`src/core/caf_regs.svh`:
```
// Purpose: register offsets, write masks and reset values for the filter control block
// Assumes: apb byte addresses, one aligned 32-bit word per register
// Notes: definitions only
`ifndef CAF_REGS_SVH
`define CAF_REGS_SVH
`define CAF_OFF_CTRL_8_11 12'h000
`define CAF_OFF_CTRL_12_15 12'h004
`define CAF_OFF_CTRL_16_19 12'h008
`define CAF_OFF_MASK0 12'h010
`define CAF_OFF_MASK1 12'h014
`define CAF_OFF_MASK2 12'h018
`define CAF_OFF_MASK3 12'h01C
`define CAF_OFF_MODE 12'h020
`define CAF_OFF_FILT_ID_BASE 12'h040
`define CAF_CTRL_RESET 32'h0000_0000
`define CAF_MASK_RESET 32'h0000_0000
`define CAF_MODE_RESET 3'h0
`define CAF_MODE_CONFIG 3'h4
`define CAF_MASK_WMASK 32'hFFEB_FFFF
`define CAF_ID_WMASK 32'hFFEB_FFFF
`define CAF_MODE_WIDTH 3
`define CAF_FIRST_FILTER 8
`endif

```
`src/core/caf_pkg.sv`:
```
// Purpose: types shared by the filter control block
// Assumes: caf_regs.svh supplies the numbers
// Notes: slot layout is enable, mask choice, destination buffer
package caf_pkg;
   typedef struct packed {
      logic filter_active_bit;
      logic [1:0] mask_choice_field;
      logic [4:0] dest_buffer_field;
   } caf_slot_s;
   typedef struct packed {
      logic [10:0] sid;
      logic [17:0] eid;
      logic ide;
   } caf_msg_s;
   typedef struct packed {
      logic hit;
      logic [4:0] buffer;
      logic [4:0] filter;
   } caf_result_s;
endpackage

```
`src/core/caf_match.sv`:
```
// Purpose: one filter compare against a message under its chosen mask
// Assumes: mask and identifier words in the shared mask-register layout
// Notes: purely combinational
`timescale 1ns/1ps
`default_nettype none
module caf_match (
   input wire caf_pkg::caf_msg_s msg,
   input wire logic [31:0] idWord,
   input wire logic [31:0] maskWord,
   input wire logic active,
   output logic hit
);
   import caf_pkg::*;
   logic sidOk;
   logic eidOk;
   logic typeOk;
   always_comb begin
      sidOk = ((msg.sid ^ idWord[31:21]) & maskWord[31:21]) == 11'h000;
      eidOk = ((msg.eid ^ idWord[17:0]) & maskWord[17:0]) == 18'h0_0000;
      typeOk = !maskWord[19] || (msg.ide == idWord[19]);
      hit = active && typeOk && sidOk && (eidOk || !msg.ide);
   end
endmodule // caf_match
`default_nettype wire

```
`src/core/caf_filter_ctrl.sv`:
```
// Purpose: apb control of acceptance filters 8..19, masks and receive steering
// Assumes: apb slave, one wait state, 50 MHz clock
// Notes: receive result is registered one cycle after msgValid
`timescale 1ns/1ps
`default_nettype none
`include "caf_regs.svh"
// Contract
// - each byte: bit7 enable, bits6:5 mask choice, bits4:0 destination buffer
// - lowest filter of a register in bits 7:0, highest in 31:24
// - registers hold filters 8-11, 12-15 and 16-19 in that order
// - enabled filters take part in acceptance, disabled ones do not
// - mask choice 0..3 selects acceptance mask 0..3
// - destination field value is the receive buffer number 0..31
// - mask and buffer fields ignore writes while their filter is enabled
// - all control bits read/write and reset to zero
// - mask one bit compares, zero bit is don't-care
// - type-match bit set demands equal frame format
// - mask registers writable only in configuration mode 100
module caf_filter_ctrl #(
   parameter int NUM_FILTERS = 12
) (
   input wire logic clock,
   input wire logic reset_n,
   input wire logic psel,
   input wire logic penable,
   input wire logic pwrite,
   input wire logic [11:0] paddr,
   input wire logic [31:0] pwdata,
   output logic [31:0] prdata,
   output logic pready,
   output logic pslverr,
   input wire logic msgValid,
   input wire caf_pkg::caf_msg_s msgIn,
   output caf_pkg::caf_result_s resultOut,
   output logic resultValid
);
   import caf_pkg::*;

   // elaboration check: the slot decode assumes three full control words
   if (NUM_FILTERS != 12) begin : gBadCount
      $error("only twelve filters are supported");
   end

   logic rstMeta;
   logic rstSync;
   always_ff @(posedge clock or negedge reset_n) begin
      if (!reset_n) begin
         rstMeta <= 1'b0;
         rstSync <= 1'b0;
      end else begin
         rstMeta <= 1'b1;
         rstSync <= rstMeta;
      end
   end

   logic [31:0] ctrl_reg [3];
   logic [31:0] ctrl_next [3];
   logic [31:0] mask_reg [4];
   logic [31:0] mask_next [4];
   logic [31:0] id_reg [NUM_FILTERS];
   logic [31:0] id_next [NUM_FILTERS];
   logic [2:0] mode_reg;
   logic [2:0] mode_next;
   logic [31:0] prdata_next;
   logic pslverr_next;
   logic wrEn;
   logic rdEn;
   logic cfgMode;

   // apb access phase; answered after one wait state
   assign wrEn = psel && penable && pwrite;
   assign rdEn = psel && penable && !pwrite;
   assign cfgMode = (mode_reg == `CAF_MODE_CONFIG);

   // locked byte keeps selectors; enable bit itself always writable
   function automatic logic [31:0] ctrl_merge(input logic [31:0] cur, input logic [31:0] wd);
      logic [31:0] res;
      res = cur;
      for (int b = 0; b < 4; b++) begin
         res[8*b+7] = wd[8*b+7];
         if (!cur[8*b+7]) res[8*b +: 7] = wd[8*b +: 7];
      end
      return res;
   endfunction

   function automatic caf_slot_s slot_of(input logic [31:0] regs [3], input int f);
      return caf_slot_s'(regs[f/4][8*(f%4) +: 8]);
   endfunction

   always_comb begin
      ctrl_next = ctrl_reg;
      mask_next = mask_reg;
      id_next = id_reg;
      mode_next = mode_reg;
      if (wrEn) begin
         for (int r = 0; r < 3; r++) begin
            if (paddr == `CAF_OFF_CTRL_8_11 + 12'(4 * r)) begin
               ctrl_next[r] = ctrl_merge(ctrl_reg[r], pwdata);
            end
         end
         for (int m = 0; m < 4; m++) begin
            if (cfgMode && paddr == `CAF_OFF_MASK0 + 12'(4 * m)) begin
               mask_next[m] = pwdata & `CAF_MASK_WMASK;
            end
         end
         for (int f = 0; f < NUM_FILTERS; f++) begin
            if (cfgMode && paddr == `CAF_OFF_FILT_ID_BASE + 12'(4 * f)) begin
               id_next[f] = pwdata & `CAF_ID_WMASK;
            end
         end
         if (paddr == `CAF_OFF_MODE) mode_next = pwdata[`CAF_MODE_WIDTH-1:0];
      end
   end

   always_comb begin
      prdata_next = 32'h0000_0000;
      pslverr_next = 1'b0;
      if (rdEn) begin
         pslverr_next = 1'b1;
         for (int r = 0; r < 3; r++) begin
            if (paddr == `CAF_OFF_CTRL_8_11 + 12'(4 * r)) begin
               prdata_next = ctrl_reg[r];
               pslverr_next = 1'b0;
            end
         end
         for (int m = 0; m < 4; m++) begin
            if (paddr == `CAF_OFF_MASK0 + 12'(4 * m)) begin
               prdata_next = mask_reg[m];
               pslverr_next = 1'b0;
            end
         end
         for (int f = 0; f < NUM_FILTERS; f++) begin
            if (paddr == `CAF_OFF_FILT_ID_BASE + 12'(4 * f)) begin
               prdata_next = id_reg[f];
               pslverr_next = 1'b0;
            end
         end
         if (paddr == `CAF_OFF_MODE) begin
            prdata_next = {29'h0000_0000, mode_reg};
            pslverr_next = 1'b0;
         end
      end
   end

   // read data registered so prdata comes from a flop; answer is one cycle late
   // so slave inserts a single wait state via pready
   logic pready_next;
   assign pready_next = psel && penable && !pready;

   always_ff @(posedge clock or negedge rstSync) begin
      if (!rstSync) begin
         for (int r = 0; r < 3; r++) ctrl_reg[r] <= `CAF_CTRL_RESET;
         for (int m = 0; m < 4; m++) mask_reg[m] <= `CAF_MASK_RESET;
         for (int f = 0; f < NUM_FILTERS; f++) id_reg[f] <= `CAF_MASK_RESET;
         mode_reg <= `CAF_MODE_RESET;
         prdata <= 32'h0000_0000;
         pslverr <= 1'b0;
         pready <= 1'b0;
      end else begin
         if (pready) begin
            ctrl_reg <= ctrl_next;
            mask_reg <= mask_next;
            id_reg <= id_next;
            mode_reg <= mode_next;
         end
         prdata <= prdata_next;
         pslverr <= pslverr_next && pready_next;
         pready <= pready_next;
      end
   end

   // acceptance path
   logic [NUM_FILTERS-1:0] hits;
   for (genvar g = 0; g < NUM_FILTERS; g++) begin : gFilt
      caf_slot_s s;
      assign s = slot_of(ctrl_reg, g);
      caf_match uMatch (
         .msg(msgIn),
         .idWord(id_reg[g]),
         .maskWord(mask_reg[s.mask_choice_field]),
         .active(s.filter_active_bit),
         .hit(hits[g])
      );
   end

   caf_result_s result_next;
   logic resultValid_next;
   always_comb begin
      caf_slot_s sl;
      sl = '0;
      result_next = '0;
      resultValid_next = msgValid;
      for (int f = NUM_FILTERS - 1; f >= 0; f--) begin
         if (hits[f]) begin
            sl = slot_of(ctrl_reg, f);
            result_next.hit = 1'b1;
            result_next.buffer = sl.dest_buffer_field;
            result_next.filter = 5'(f + `CAF_FIRST_FILTER);
         end
      end
      if (!msgValid) result_next = '0;
   end

   always_ff @(posedge clock or negedge rstSync) begin
      if (!rstSync) begin
         resultOut <= '0;
         resultValid <= 1'b0;
      end else begin
         resultOut <= result_next;
         resultValid <= resultValid_next;
      end
   end

   lock_hold_a: assert property (@(posedge clock) disable iff (!rstSync)
      (wrEn && pready && paddr == `CAF_OFF_CTRL_8_11 && ctrl_reg[0][7])
      |=> ctrl_reg[0][6:0] == $past(ctrl_reg[0][6:0])) else $error("locked slot changed");

   unlock_write_a: assert property (@(posedge clock) disable iff (!rstSync)
      (wrEn && pready && paddr == `CAF_OFF_CTRL_12_15 && !ctrl_reg[1][15])
      |=> ctrl_reg[1][15:8] == $past(pwdata[15:8])) else $error("free slot not written");

   enable_write_a: assert property (@(posedge clock) disable iff (!rstSync)
      (wrEn && pready && paddr == `CAF_OFF_CTRL_8_11)
      |=> ctrl_reg[0][7] == $past(pwdata[7])) else $error("enable bit not written");

   lock_top_a: assert property (@(posedge clock) disable iff (!rstSync)
      (wrEn && pready && paddr == `CAF_OFF_CTRL_16_19 && ctrl_reg[2][31])
      |=> ctrl_reg[2][30:24] == $past(ctrl_reg[2][30:24])) else $error("top slot changed");

   mask_gate_a: assert property (@(posedge clock) disable iff (!rstSync)
      (!cfgMode) |=> $stable(mask_reg[2])) else $error("mask changed outside config");

   mask_write_a: assert property (@(posedge clock) disable iff (!rstSync)
      (wrEn && pready && cfgMode && paddr == `CAF_OFF_MASK1)
      |=> mask_reg[1] == ($past(pwdata) & `CAF_MASK_WMASK)) else $error("mask write lost");

   id_gate_a: assert property (@(posedge clock) disable iff (!rstSync)
      (!cfgMode) |=> $stable(id_reg[0])) else $error("identifier changed outside config");

   read_back_a: assert property (@(posedge clock) disable iff (!rstSync)
      (rdEn && !pready && paddr == `CAF_OFF_CTRL_16_19)
      ##1 (rdEn && paddr == `CAF_OFF_CTRL_16_19) |-> prdata == ctrl_reg[2])
      else $error("control readback wrong");

   ready_wait_a: assert property (@(posedge clock) disable iff (!rstSync)
      (psel && penable && !pready) |=> pready) else $error("access not answered");

   ready_pulse_a: assert property (@(posedge clock) disable iff (!rstSync)
      pready |=> !pready) else $error("ready held too long");

   err_ready_a: assert property (@(posedge clock) disable iff (!rstSync)
      pslverr |-> pready) else $error("error without ready");

   no_hit_a: assert property (@(posedge clock) disable iff (!rstSync)
      (ctrl_reg[0][7] == 1'b0) |-> !hits[0]) else $error("disabled filter hit");

   result_idle_a: assert property (@(posedge clock) disable iff (!rstSync)
      !msgValid |=> !resultValid) else $error("result without message");

   miss_result_a: assert property (@(posedge clock) disable iff (!rstSync)
      (msgValid && hits == '0) |=> !resultOut.hit) else $error("miss reported as hit");

   lowest_win_a: assert property (@(posedge clock) disable iff (!rstSync)
      (msgValid && hits[0]) |=> resultOut.filter == 5'(`CAF_FIRST_FILTER)
      && resultOut.buffer == $past(ctrl_reg[0][4:0])) else $error("priority wrong");

   result_time_a: assert property (@(posedge clock) disable iff (!rstSync)
      msgValid |=> resultValid) else $error("result not one cycle later");

   slot_ten_a: assert property (@(posedge clock) disable iff (!rstSync)
      (msgValid && hits[2] && !hits[1] && !hits[0]) |=>
      resultOut.buffer == $past(ctrl_reg[0][20:16])) else $error("filter ten slot wrong");

   top_slot_a: assert property (@(posedge clock) disable iff (!rstSync)
      (msgValid && hits == {1'b1, {(NUM_FILTERS-1){1'b0}}}) |=>
      resultOut.filter == 5'(`CAF_FIRST_FILTER + NUM_FILTERS - 1)
      && resultOut.buffer == $past(ctrl_reg[2][28:24])) else $error("top slot steering wrong");

   type_check_a: assert property (@(posedge clock) disable iff (!rstSync)
      (hits[0] && mask_reg[ctrl_reg[0][6:5]][19]) |-> msgIn.ide == id_reg[0][19])
      else $error("format mismatch accepted");
endmodule // caf_filter_ctrl
`default_nettype wire

```
`config.mk`:
```
export PLATFORM = sky130hd
export DESIGN_NAME = caf_filter_ctrl
export DESIGN_NICKNAME = d
export VERILOG_FILES = /design/src/core/caf_pkg.sv /design/src/core/caf_match.sv /design/src/core/caf_filter_ctrl.sv
export VERILOG_INCLUDE_DIRS = /design/src /design/src/core
export SDC_FILE = /design/constraint.sdc
export NUM_CORES = 2
export LEC_CHECK = 0
export BUFFER_PORTS_ARGS = -buffer_cell sky130_fd_sc_hd__buf_2
export CORE_MARGIN = 3
export CORE_UTILIZATION = 40
export CTS_BUF_LIST = sky130_fd_sc_hd__clkbuf_4 sky130_fd_sc_hd__clkbuf_8 sky130_fd_sc_hd__clkbuf_16
export CTS_CLUSTER_SIZE = 28
export DETAILED_ROUTE_END_ITERATION = 8
export PLACE_DENSITY_LB_ADDON = 0.3
export SYNTH_ARGS = -nofsm -noshare
export SYNTH_HDL_FRONTEND = slang
export SYNTH_SLANG_ARGS = --single-unit
```
`constraint.sdc`:
```
create_clock -name clock -period 49.9 [get_ports clock]
set_input_delay 4.99 -clock clock [delete_from_list [all_inputs] [get_ports clock]]
set_output_delay 4.99 -clock clock [all_outputs]
set_load 0.02 [all_outputs]
```
==> results.md <==
- Status: finished with violations
- Failing checks: capacitance limit, slew limit
- Yosys top cell by area: dfrtp_1
- Peak VDD IR: 26.7 µV
- Area Growth Syn to Fin: 9.94%
- Max Transition Viols Final: 15
- Via density per instance: 7.38
- Post_cts resized: 0
- Synth warnings: 0
- Register area share after synthesis: 37.2%
- CTS clock-pin slew for the worst setup and hold paths: 0.06 ns
- Worst Hold Class: flip-flop to flip-flop
- Chip Height: 331 µm
- Sw Pwr: 0.000283 W
- Maxcap violations: 2
- Count of cell types in the netlist: 79
- Setup Total Neg Slack: 0 ns
- CP startpoint kind: primary input
- Total gr overflow: 0
- Post-DP HPWL: 126 mm
- Hold Fails Final Rpt: 0
- Final Power: 0.00115 W
- Area contributors post-synth: dfrtp_1, mux4_2, mux2_2, xor2_1, a22oi_1
- Post-CTS setup buffers: 0
- Most frequent cells after synthesis: dfrtp_1, mux2_2, xor2_1, mux4_2, clkbuf_1
- Busiest grt layer: met1
- Worst EP required: 50.44 ns
- Largest net degree at the start of global routing: 168
- Final core occ: 44.6%
- Met3 Usage GRT: 15.2%
- Cell Pwr Density: 24.8 nW/µm²
- Critical Path AT: 9.17 ns
- Async S/R FF share, synth: 100%
- Final net count: 3384
- GRT Overall Usage: 34.9%
- Starting Density: 40.5%
- Met1 global-route usage: 46.5%
- Period Utilization, post-route: 17.3%
- TritonCTS Buffers: 72
- RSZ-0062 raised after global routing: no
- DRC: 0
- Sink Count: 627
- Count of state elements after synthesis: 627
- Critical-path top delay cell: o31ai_1
- Logic pwr share: 4.5%
- Largest register FFs: 360
- Slew headroom: -0.258%
- Pint: 0.000866 W
- Seq pwr share: 44.4%
- Critical Path, Cell by Cell: buf_2, xor2_1, a22oi_1, nand4_1, o31ai_1, and2_1, nand4b_1, and3_1, o2111ai_1, a32o_1
- Worst-Skew Late Latency: 0.65 ns
- Fillers: 9601
- Avg Synthesized Cell Area: 12.3 µm²
- Number of DRC markers in iteration 0: 6701
- Crit end category: flip-flop
- Kind of critical path: primary input to flip-flop
- Layout cells sized above 1: 40.5%
- TritonCTS clock tree: built
- ANT nets after route: 0
- Syn Nets: 3513
- Crit-path max cell delay: 1.31 ns
- Most common cell in the netlist: dfrtp_1
- Detailed-route via count: 35000
- Hold Buf Count CTS: 0
- GR Layer Usage met2: 46.3%
- Final min period: 8.63 ns
- Root buf cell: clkbuf_16
- Worst Max-Slew Pin Slew: 1.50 ns
- Post-synth EDFFs: 0
- Dominant synthesized flop cell: dfrtp_1
- CORE AREA: 104000 µm²
- Clock skew: 0.0311 ns
- Fmax: 0.116 GHz
- Final Setup Violations: 0
- Routability congestion estimate: 1.02
- Drt wl/cell: 40.7 µm
- Crit-path max FO: 12
- Die area: 109000 µm²
- Syn Inst Count: 3433
- CTS max path bufs: 3
- Post-synth top area share: 37.2%
- First-pass GRT wire length: 268 mm
- Vias in the first global route: 33500
- Initial antenna violation count: 18
- Leak Pwr: 20.4 nW
- Post-Route WL: 193 mm
- Clock Power Share: 51.1%
- DIE WIDTH: 331 µm
- FP Rows: 118
- # port buffers: 125
- Switching share of power: 24.6%
- Ports: 126
- Pre-antenna DRT Iters: 8
- H-tree depth: 3
- Netlist Area Pre-Place: 42100 µm²
kinds of logic (layout without fill, tap and decap cells):
| group | count (synthesis) | after routing | share of synthesized area (%) |
|---|---|---|---|
| AO/OA/AOI/OAI | 664 | 664 | 11.5 |
| XOR/XNOR | 360 | 360 | 7.49 |
| buffers and inverters | 439 | 368 | 4.33 |
| flip-flops | 627 | 627 | 37.2 |
| multiplexers | 934 | 934 | 34.7 |
| other | 1 | 8 | 0.00890 |
| AND/OR/NAND/NOR | 408 | 408 | 4.80 |
routing by layer:
layer,vias up,share of wire [%]
li1,13000,-
met1,17900,37
met2,3310,39
met3,775,16
met4,14,7.9
met5,-,0.093
path summary, 6_finish.rpt:
kind | start | to | slack [ns] | cells after the start
worst max-delay path | msgIn[8] | resultOut[8] | 41.27 | 10
worst min-delay path | rstMeta | rstSync | 0.35 | 0
max in group asynchronous | reset_n | rstSync | 45.67 | 1
worst min register to register | rstMeta | rstSync | 0.35 | 0
worst max register to register | ctrl_reg[21] | resultOut[8] | 44.10 | 10
min in group asynchronous | rstSync | id_reg[48] | 0.36 | 0
critical path: cells and delay by family:
family	cells	cell delay (ns)
AND/OR/NAND/NOR	4	1.29
AO/OA/AOI/OAI	4	2.32
buffers and inverters	1	0.40
XOR/XNOR	1	0.13
placed cells by master (no fill, tap or decap), types with 8 or more instances in the layout:
cell	count
dfrtp_1	606
a221o_1	11
nor2_4	21
o221ai_1	34
o22ai_1	47
o22a_1	9
o31a_1	9
buf_2	125
bufinv_16	9
clkbuf_8	12
mux4_1	8
dfrtp_2	19
a211oi_1	16
clkbuf_16	75
a22o_1	10
and2_1	8
o21ai_0	59
a31oi_1	22
a22oi_1	184
inv_1	16
nor2_1	77
nor2_2	11
nand3_1	43
o31ai_1	11
nand2_1	145
clkinvlp_4	9
a222oi_1	31
mux4_2	352
o21ai_1	12
o211ai_1	19
a21oi_1	87
clkbuf_4	12
nand4_1	32
a221oi_1	50
xor2_1	360
mux2_2	573
nor3_1	13
clkinv_2	9
buf_4	92
power groups by stage:
stage	Sequential [W]	Combinational [W]	Clock (W)
after detailed placement	0.000519	0.0000500	0
after CTS	0.000510	0.0000502	0.000589
final	0.000510	0.0000517	0.000588
after floorplan	0.000526	0.0000215	0
after global routing	0.000509	0.0000540	0.000611
after global placement	0.000519	0.0000501	0
per-stage QoR:
stage	std cells	area [µm²]	setup slack [ns]	hold slack, ns
global route	4744	46300	41.34	0.353
floorplan	3433	42100	31.13	0.331
detailed placement	4610	43700	40.94	0.337
global placement	4610	43700	41.01	0.336
finish	4749	46300	41.27	0.350
CTS	4742	46300	41.62	0.351
layout make-up:
cell class              instances  area, µm²  area share (%)
repair buffers                220       1380            2.97
flip-flops and latches        627      15700            33.9
diodes                          7       17.5          0.0378
clock inverters                33        450           0.973
multi-input cells            2367      24800            53.6
inverters                      16       60.1           0.130
clock buffers                  99       2130            4.60
well taps                    1380       1730            3.73
Power figures use the tool's default switching activity.
